--- src/ctx_entry_map.vh ---
// Field layout, codes and register offsets of the context-entry decoder
// Assumes inclusion by the decoder files and the bench
// What this block does
// - Width codes 1,2,3 mean 39,48,57 bits
// - Width sizes walk for types 00,01; respWidth also gives it for type 10
// - Block and fault untranslated address above width limit
// - Table base bits 63:12, masked at host width
// - Table base ignored in pass-through
// - Type 00 translates untranslated, blocks others
// - Type 01 accepts all three request kinds
// - Type 01 reserved without device cache support
// - Type 10 passes untranslated, reserved without support
// - Type applies without identifier; 11 reserved
// - Fault report disable bit suppresses reporting
// - Disable bit honoured even when absent
// - Absent entry faults; only the disable bit and type 10 respWidth still apply
`ifndef CTX_ENTRY_MAP_VH
`define CTX_ENTRY_MAP_VH
`define BIT_PRESENT      0
`define BIT_FRD          1
`define TT_LO            2
`define TT_HI            3
`define RSV_LO           4
`define RSV_HI           11
`define BASE_LO          12
`define BASE_HI          63
`define WIDTH_LO         64
`define WIDTH_HI         66
`define TT_SLP           2'h0
`define TT_ALL           2'h1
`define TT_PASS          2'h2
`define TT_RSV           2'h3
`define WIDTH_39         3'h1
`define WIDTH_48         3'h2
`define WIDTH_57         3'h3
`define KIND_UNTR        2'h0
`define KIND_TRANSLATED  2'h1
`define KIND_XLATE_REQ   2'h2
`define REG_ENTRY_LO     12'h000
`define REG_ENTRY_MID    12'h004
`define REG_ENTRY_HI     12'h008
`define REG_CTRL         12'h00C
`define REG_STATUS       12'h010
`define REG_MASK         12'h014
`define REG_RESULT       12'h018
`define REG_BASE_LO      12'h01C
`define REG_BASE_HI      12'h020
`define CTRL_RESET       32'h0000_0034
`define CTRL_HAW_LO      0
`define CTRL_HAW_HI      5
`define CTRL_DEVCACHE    6
`define CTRL_PASS        7
`define EV_DONE          0
`define EV_FAULT         1
`define EV_BLOCK         2
`endif

--- src/width_check.v ---
// Decodes the width code and checks an address against its limit
// Assumes a same-clock caller; purely combinational
`timescale 1ns/1ps
`default_nettype none
`include "ctx_entry_map.vh"
module width_check (
  input  wire [2:0]  widthCode,
  input  wire [63:0] addr,
  output reg  [5:0]  widthBits,
  output reg         codeValid,
  output wire        outOfRange
);
  always @* begin
    codeValid = 1'b1;
    case (widthCode)
      `WIDTH_39: widthBits = 6'h27;
      `WIDTH_48: widthBits = 6'h30;
      `WIDTH_57: widthBits = 6'h39;
      default: begin
        widthBits = 6'h00;
        codeValid = 1'b0;
      end
    endcase
  end
  // Any set bit at or above the width exceeds 2^width - 1
  assign outOfRange = codeValid && ((addr >> widthBits) != 64'h0);
endmodule
`default_nettype wire

--- src/context_entry_decode.v ---
// Context-entry low-half decoder with APB registers and request check
// Assumes an APB master on mclk and requests from logic on mclk
//
// Decided for this implementation: the APB slave port and the address map.
`timescale 1ns/1ps
`default_nettype none
`include "ctx_entry_map.vh"
module context_entry_decode (
  input  wire        mclk,
  input  wire        reset,
  input  wire        clkEn,
  input  wire        psel,
  input  wire        penable,
  input  wire        pwrite,
  input  wire [11:0] paddr,
  input  wire [31:0] pwdata,
  output reg  [31:0] prdata,
  output wire        pready,
  output wire        pslverr,
  input  wire        reqValid,
  input  wire [1:0]  reqKind,
  input  wire        reqHasPasid,
  input  wire [63:0] reqAddr,
  output wire        reqReady,
  output reg         respValid,
  output reg         respAllow,
  output reg         respPass,
  output reg         respFault,
  output reg         respReport,
  output reg  [63:0] respTableBase,
  output reg  [5:0]  respWidth,
  output wire        irq
);
  reg  [31:0] entryLo;
  reg  [31:0] entryMid;
  reg  [2:0]  entryHi;
  reg  [31:0] ctrl;
  reg  [2:0]  status;
  reg  [2:0]  mask;
  reg  [2:0]  next_status;
  reg         setAllow;
  reg         setPass;
  reg         setFault;
  wire [63:0] hostMask;
  wire [63:0] entry;
  wire        present;
  wire        frd;
  wire [1:0]  ttype;
  wire [5:0]  widthBits;
  wire        codeValid;
  wire        outOfRange;
  wire        ttReserved;
  wire        useWidth;
  wire        wr;
  wire        rd;
  wire [5:0]  host_addr_bits;
  wire [2:0]  events;
  genvar      g;

  function isAddr;
    input [11:0] a;
    input [11:0] target;
    begin
      isAddr = (a == target);
    end
  endfunction

  assign entry   = {entryMid, entryLo};
  assign present = entry[`BIT_PRESENT];
  assign frd     = entry[`BIT_FRD];
  assign ttype   = entry[`TT_HI:`TT_LO];
  assign host_addr_bits     = ctrl[`CTRL_HAW_HI:`CTRL_HAW_LO];
  assign pready  = 1'b1;
  assign pslverr = 1'b0;
  assign wr      = clkEn && psel && penable && pwrite;
  assign rd      = clkEn && psel && penable && !pwrite;
  assign reqReady = 1'b1;

  width_check widthDecode (
    .widthCode  (entryHi),
    .addr       (reqAddr),
    .widthBits  (widthBits),
    .codeValid  (codeValid),
    .outOfRange (outOfRange)
  );

  // Reserved type codes depend on reported capabilities
  assign ttReserved = (ttype == `TT_RSV)
                   || (ttype == `TT_ALL && !ctrl[`CTRL_DEVCACHE])
                   || (ttype == `TT_PASS && !ctrl[`CTRL_PASS]);
  assign useWidth = (ttype == `TT_SLP) || (ttype == `TT_ALL);

  // Keeps only table base bits below the host address width
  generate
    for (g = 0; g < 64; g = g + 1) begin : hostMaskBits
      assign hostMask[g] = (g < host_addr_bits);
    end
  endgenerate

  // Request decision
  always @* begin
    setAllow = 1'b0;
    setPass  = 1'b0;
    setFault = 1'b0;
    if (!present) begin
      setFault = 1'b1;
    end else if (reqHasPasid) begin
      setFault = 1'b0;
    end else if (ttReserved || (useWidth && !codeValid)) begin
      setFault = 1'b1;
    end else begin
      case (ttype)
        `TT_SLP: begin
          if (reqKind == `KIND_UNTR) begin
            setAllow = !outOfRange;
            setFault = outOfRange;
          end else begin
            setFault = 1'b1;
          end
        end
        `TT_ALL: begin
          if (reqKind == `KIND_UNTR) begin
            setAllow = !outOfRange;
            setFault = outOfRange;
          end else begin
            setAllow = 1'b1;
          end
        end
        `TT_PASS: begin
          if (reqKind == `KIND_UNTR) begin
            setAllow = !outOfRange;
            setPass  = !outOfRange;
            setFault = outOfRange;
          end else begin
            setFault = 1'b1;
          end
        end
        default: setFault = 1'b1;
      endcase
    end
  end

  assign events = {respValid && !respAllow, respValid && respReport, respValid};

  always @* begin
    next_status = status;
    if (rd && isAddr(paddr, `REG_STATUS)) begin
      next_status = 3'h0;
    end
    next_status = next_status | events;
  end

  always @(posedge mclk) begin
    if (reset) begin
      entryLo       <= 32'h0;
      entryMid      <= 32'h0;
      entryHi       <= 3'h0;
      ctrl          <= `CTRL_RESET;
      status        <= 3'h0;
      mask          <= 3'h0;
      respValid     <= 1'b0;
      respAllow     <= 1'b0;
      respPass      <= 1'b0;
      respFault     <= 1'b0;
      respReport    <= 1'b0;
      respTableBase <= 64'h0;
      respWidth     <= 6'h00;
    end else if (clkEn) begin
      status <= next_status;
      if (wr) begin
        if (isAddr(paddr, `REG_ENTRY_LO)) entryLo <= pwdata;
        if (isAddr(paddr, `REG_ENTRY_MID)) entryMid <= pwdata;
        if (isAddr(paddr, `REG_ENTRY_HI)) entryHi <= pwdata[2:0];
        if (isAddr(paddr, `REG_CTRL)) ctrl <= {24'h0, pwdata[7:0]};
        if (isAddr(paddr, `REG_MASK)) mask <= pwdata[2:0];
      end
      respValid  <= reqValid;
      respAllow  <= reqValid && setAllow;
      respPass   <= reqValid && setPass;
      respFault  <= reqValid && setFault;
      respReport <= reqValid && setFault && !frd;
      if (reqValid && present && useWidth && !ttReserved) begin
        respTableBase <= {entry[`BASE_HI:`BASE_LO], 12'h000} & hostMask;
        respWidth     <= widthBits;
      end else begin
        respTableBase <= 64'h0;
        respWidth     <= (ttype == `TT_PASS) ? widthBits : 6'h00;
      end
    end
  end

  always @* begin
    prdata = 32'h0;
    if (isAddr(paddr, `REG_ENTRY_LO)) prdata = entryLo;
    else if (isAddr(paddr, `REG_ENTRY_MID)) prdata = entryMid;
    else if (isAddr(paddr, `REG_ENTRY_HI)) prdata = {29'h0, entryHi};
    else if (isAddr(paddr, `REG_CTRL)) prdata = ctrl;
    else if (isAddr(paddr, `REG_STATUS)) prdata = {29'h0, status};
    else if (isAddr(paddr, `REG_MASK)) prdata = {29'h0, mask};
    else if (isAddr(paddr, `REG_RESULT)) prdata = {26'h0, respWidth};
    else if (isAddr(paddr, `REG_BASE_LO)) prdata = respTableBase[31:0];
    else if (isAddr(paddr, `REG_BASE_HI)) prdata = respTableBase[63:32];
  end

  assign irq = |(status & mask);
endmodule
`default_nettype wire

--- config.mk ---
export PLATFORM = sky130hd
export DESIGN_NAME = context_entry_decode
export DESIGN_NICKNAME = d
export VERILOG_FILES = /design/src/width_check.v /design/src/context_entry_decode.v
export VERILOG_INCLUDE_DIRS = /design/src /design/src/src
export SDC_FILE = /design/constraint.sdc
export NUM_CORES = 1
export LEC_CHECK = 0
export ABC_AREA = 1
export BUFFER_PORTS_ARGS = -buffer_cell sky130_fd_sc_hd__buf_4
export CAP_MARGIN = 40
export CORE_AREA = 2 2 155 112
export CTS_BUF_LIST = sky130_fd_sc_hd__clkbuf_8
export CTS_CLUSTER_DIAMETER = 100
export DETAILED_ROUTE_END_ITERATION = 10
export DIE_AREA = 0 0 157 114
export PLACE_DENSITY = 0.8
export SLEW_MARGIN = 25
export SYNTH_ARGS = -nofsm -noshare
export SYNTH_HDL_FRONTEND = slang
export SYNTH_SLANG_ARGS = --single-unit
export TNS_END_PERCENT = 1
--- constraint.sdc ---
create_clock -name mclk -period 5.2 [get_ports mclk]
set_clock_uncertainty 0.05 [all_clocks]
set_input_delay 1.04 -clock mclk [delete_from_list [all_inputs] [get_ports mclk]]
set_output_delay 1.04 -clock mclk [all_outputs]
set_load 0.01 [all_outputs]
## After elaboration in Yosys (flattened, before gate mapping)

Index checks and enable logic that the tools add are counted.

| storage, ports and cells | value |
|---|---|
| input bits | 118 |
| bits in writable memories | 0 |
| bits in read-only memories | 0 |
| memories | 0 |
| bits in registers | 156 |
| latch bits | 0 |
| logic and storage cells | 167 |

| operators by class | value |
|---|---|
| mux-type cells | 31 |
| reductions and logical operators | 42 |
| eq/ne operators | 14 |
| shift operators | 1 |
| multiply operators | 0 |
| div/mod/pow operators | 0 |
| magnitude comparators | 63 |
| add/subtract/negate cells | 0 |
| bitwise gates (word level) | 3 |

Operator list:

| cell | count |
|---|---|
| 2-to-1 mux 32 bit | 9 |
| < comparator 6 bit, first input constant | 31 |
| < comparator 5 x 6 -> 1 bit, first input constant | 16 |
| bitwise AND 64 x 63 -> 64 bit | 1 |
| 2-to-1 mux 64 bit | 1 |
| nonzero test 64 bit | 1 |
| right shift 64 x 6 -> 64 bit | 1 |
| equality test 12 x 5 -> 1 bit, second input constant | 4 |
| < comparator 4 x 6 -> 1 bit, first input constant | 8 |
| equality test 12 x 4 -> 1 bit, second input constant | 2 |
| < comparator 3 x 6 -> 1 bit, first input constant | 4 |
| logical AND 1 bit | 18 |
| one-hot mux 6 bit (3 select lines) | 1 |
| 2-to-1 mux 1 bit | 15 |
| AND reduction 3 bit | 5 |
| equality test 12 x 3 -> 1 bit, second input constant | 1 |
| equality test 12 x 6 -> 1 bit, second input constant | 1 |
| zero test 12 bit | 1 |
| < comparator 1 x 6 -> 1 bit, first input constant | 2 |
| < comparator 2 x 6 -> 1 bit, first input constant | 2 |
| 2-to-1 mux 6 bit | 2 |
| zero test 1 bit | 8 |
| equality test 3 x 2 -> 1 bit, second input constant | 2 |
| OR reduction 3 bit | 2 |
| other kinds (10) | 16 |

## Logic depth before layout (Yosys ltp)

| depth | value |
|---|---|
| word-level depth | 12 |
| mapped depth | 18 |
| depth with buffers taken out | 18 |

## Cells and area by module

Synthesis repeated with hierarchy kept, for this count alone.

| unflattened totals | value |
|---|---|
| cell total of the unflattened synthesis | 1216 |
| area, all modules | 7960.1 um^2 |

Modules (own cells, without submodules):

| module | times used | seq. area each (um^2) | cells an instance | area each (um^2) |
|---|---|---|---|---|
| context_entry_decode | 1 | 2862.7 | 983 | 6942.9 |
| width_check | 1 | 0.0 | 233 | 1017.2 |

## Least setup slack after synthesis

Ideal clock, no wire load.

| path | value |
|---|---|
| path kind | input to output |
| start point | input port paddr[1] |
| end point | output port prdata[3] |
| buffers on the path | 1 |
| cell stages on the path | 8 |
| path slack | 1.641 ns |
| arrival time | 2.469 ns |
| data required time | 4.110 ns |
| cells stage by stage | nor2_1 -> inv_2 -> nor3_1 -> inv_1 -> nor2_4 -> clkbuf_1 -> nand2_1 -> a31oi_1 |

| on the way | value |
|---|---|
| word-level cells in the longest chain between the ends | 10 |
| elaborated cells on any way between the ends | 18 |
| those cells by class | eq/ne: 8; mux: 9; reduce/logical: 1 |

RTL lines:

| what | RTL line | source |
|---|---|---|
| from (decl) | context_entry_decode.v:15 | `input wire [11:0] paddr,` |
| equality test 12 x 6 -> 1 bit | context_entry_decode.v:64 | `isAddr = (a == target);` |
| 2-to-1 mux 32 bit | context_entry_decode.v:202 | `` else if (isAddr(paddr, `REG_BASE_HI)) prdata = respTableBase[63:32]; `` |
| 2-to-1 mux 32 bit | context_entry_decode.v:201 | `` else if (isAddr(paddr, `REG_BASE_LO)) prdata = respTableBase[31:0]; `` |
| 2-to-1 mux 32 bit | context_entry_decode.v:200 | `` else if (isAddr(paddr, `REG_RESULT)) prdata = {26'h0, respWidth}; `` |
| 2-to-1 mux 32 bit | context_entry_decode.v:199 | `` else if (isAddr(paddr, `REG_MASK)) prdata = {29'h0, mask}; `` |
| 2-to-1 mux 32 bit | context_entry_decode.v:198 | `` else if (isAddr(paddr, `REG_STATUS)) prdata = {29'h0, status}; `` |
| 2-to-1 mux 32 bit | context_entry_decode.v:197 | `` else if (isAddr(paddr, `REG_CTRL)) prdata = ctrl; `` |
| 2-to-1 mux 32 bit | context_entry_decode.v:196 | `` else if (isAddr(paddr, `REG_ENTRY_HI)) prdata = {29'h0, entryHi}; `` |
| 2-to-1 mux 32 bit | context_entry_decode.v:195 | `` else if (isAddr(paddr, `REG_ENTRY_MID)) prdata = entryMid; `` |
| 2-to-1 mux 32 bit * | context_entry_decode.v:194 | `` if (isAddr(paddr, `REG_ENTRY_LO)) prdata = entryLo; `` |
| to (decl) | context_entry_decode.v:17 | `output reg [31:0] prdata,` |

Every way passes the cells marked *; elsewhere a longest branch is shown, timed or not.

## Final worst setup path

| path | value |
|---|---|
| start point | input port paddr[1] |
| end point | output port prdata[2] |

The elaborated chain is that of the path after synthesis.

==> impl_metrics.json <==
{
  "wl_um": 24800,
  "period_minus_slack_ps": 4390,
  "slew_headroom_pct": 44.2,
  "antenna_found_initial": 0,
  "holdWs_ps": 412,
  "drive_gt1_share_pct": 21.3,
  "tightest_slew_ps": 832,
  "synth_top_cell_by_area": "dfxtp_1",
  "cts_tree": "built",
  "worstPathRequired_ps": 4110,
  "hold_viol_final": 0,
  "outcome": "finished clean",
  "grt_pass1_vias": 7196,
  "grt.overflow.total": 0,
  "grt_pass1_wl_um": 38200,
  "ys_seq_area_share_pct": 39.3,
  "place.port_buffers": 189,
  "diodes": 0,
  "area_delta_synth_final_pct": 27.9,
  "crit_path_max_fanout": 21,
  "crit_arrival_ps": 3300,
  "vdd_drop_max_uv": 156,
  "cap_violations": 0,
  "path_clk_slew_ps": 70,
  "final_max_slew_viol_count": 0,
  "dieArea_um2": 17900,
  "place_hpwl_um": 17700,
  "dpl.cell_count": 1432,
  "drt_first_pass_iters": 5,
  "clk_path_buf_depth": 2,
  "cts_resized": 0,
  "syn-cell-area_um2": 7230,
  "avgSynthCellArea_um2": 6.83,
  "start_kind": "input port",
  "n_fill_cell": 1602,
  "synth_seq_cells": 142,
  "wl_per_cell_um": 16.9,
  "floorplan.initialDensity_pct": 43.6,
  "drt-vias-per-instance": 5.48,
  "synth_async_sr_flop_share_pct": 0,
  "drt-initial-drc-count": 807,
  "syn_inst": 1058,
  "hold_class": "reg -> reg",
  "gp_congestion": 0.932,
  "nets": 1338,
  "yosys_warnings": 0,
  "die_height_um": 114,
  "grt_usage_pct": 27.4,
  "tns_ps": 0,
  "synth_edf_count": 0,
  "final_cells": 1464,
  "rsz0062_at_grt": "no",
  "insertion_delay_ps": 450,
  "worstSetupEndpointType": "output pin",
  "synth_most_common_cell": "nand2_1",
  "cts_max_level": 4,
  "core.rowCount": 40,
  "yosys-top-cells-area": "dfxtp_1 (39%), a21oi_1 (11%), nand2_1 (8.8%)",
  "p_leak_nw": 3.65,
  "postRouteAntennaNets": 0,
  "max_freq_mhz": 228,
  "root_buffer": "clkbuf_8",
  "core_area_um2": 16600,
  "path_class": "in -> out",
  "post_cts_buffers": 0,
  "grt_max_degree": 68,
  "multi_input_area_um2": 3510,
  "numCtsBuffers": 17,
  "synth_common_cells": "nand2_1 (170), a21oi_1 (159), dfxtp_1 (142)",
  "drc_errors": 0,
  "yosysTopAreaCellShare_pct": 39.3,
  "finalSetupViolations": 0,
  "boundaryPins": 229,
  "cts_num_sinks": 142,
  "fp.dieW_um": 157,
  "regArea_um2": 2840,
  "fin_crit_sh_pct": 84.5,
  "synth_flop_cell": "dfxtp_1",
  "postCtsHoldBufs": 0,
  "netlist-cell-type-count": 41,
  "vias": 8020,
  "powerDensity_nw_per_um2": 252
}
## routing by layer
metal	vias to the layer above	track usage, %	routed length [um]
met5	-	0	0
met4	0	7.46	431
met3	46	5.47	2740
met2	461	41.5	10700
met1	3655	39.6	10900
li1	3858	-	-
## cell families after synthesis
kind of cell / Yosys count / share of synthesized area [%]
compound gates: 352 / 27.5
simple gates: 335 / 20.1
buf+inv: 227 / 12.9
flops: 142 / 39.3
other cells: 2 / 0.104
## cell type report
class / count / area share (%)
clock buffer: 20 / 2.98
timing repair buffer: 201 / 16.5
sequential: 142 / 30.8
clock inverter: 12 / 2.31
tap: 231 / 3.13
multi-input combinational: 703 / 38.0
inverter: 155 / 6.29
## placed cells by master, fill, tap and decap left out, drive strengths merged, types with 3 or more instances in the layout
| cell type | netlist | layout |
|---|---|---|
| buf | 25 | 201 |
| o2111ai | 8 | 8 |
| o22ai | 3 | 3 |
| o21ai | 111 | 111 |
| a22oi | 3 | 3 |
| nand2 | 172 | 172 |
| a21oi | 160 | 160 |
| o211ai | 21 | 21 |
| nor2 | 66 | 66 |
| clkbuf | 47 | 20 |
| nor3 | 14 | 14 |
| clkinv | 0 | 4 |
| o31ai | 3 | 3 |
| a32oi | 5 | 5 |
| inv | 155 | 155 |
| a211oi | 24 | 24 |
| dfxtp | 142 | 142 |
| bufinv | 0 | 6 |
| conb | 2 | 16 |
| or2 | 3 | 3 |
| nand3 | 63 | 63 |
| nand4 | 11 | 11 |
| o221ai | 5 | 5 |
## critical path: stages
cell	delay, ps
buf_4	100
nor2_1	240
inv_2	80
nor3_1	370
inv_1	140
nor2_4	590
inv_2	200
o21ai_0	120
o211ai_1	150
o21ai_1	110
buf_4	150
## metrics by stage
step	total power, mW	util, %	area, um2	setup slack, ps
after floorplan	1.19	-	7280	1640
after global placement	1.27	52.7	8730	919
after detailed placement	1.27	52.8	8750	878
after CTS	2.33	55.8	9240	857
after global routing	2.39	55.8	9240	672
final	2.33	55.8	9240	808
## state kept, by name, summed over array words and instances (netlist names), 3 cells and up
signal	cells
ctrl	8
entryMid	32
status	3
respWidth	5
respTableBase	51
mask	3
entryHi	3
entryLo	32
## path summary, 6_finish.rpt
check	from	end	slack (ps)	cells past startpoint
min reg2reg	entryMid[25]	entryMid[25]	410	2
max reg2reg	entryLo[0]	respTableBase[62]	2840	6
min	entryMid[25]	entryMid[25]	410	2
max	paddr[1]	prdata[2]	810	11
## power breakdown
group | switching, mW | leakage, nW | internal (mW)
registers | 0.00337 | 1.14 | 1.09
logic | 0.0872 | 2.26 | 0.0674
clock network | 0.428 | 0.246 | 0.654
Note: power is estimated with default switching activity, not from simulation.
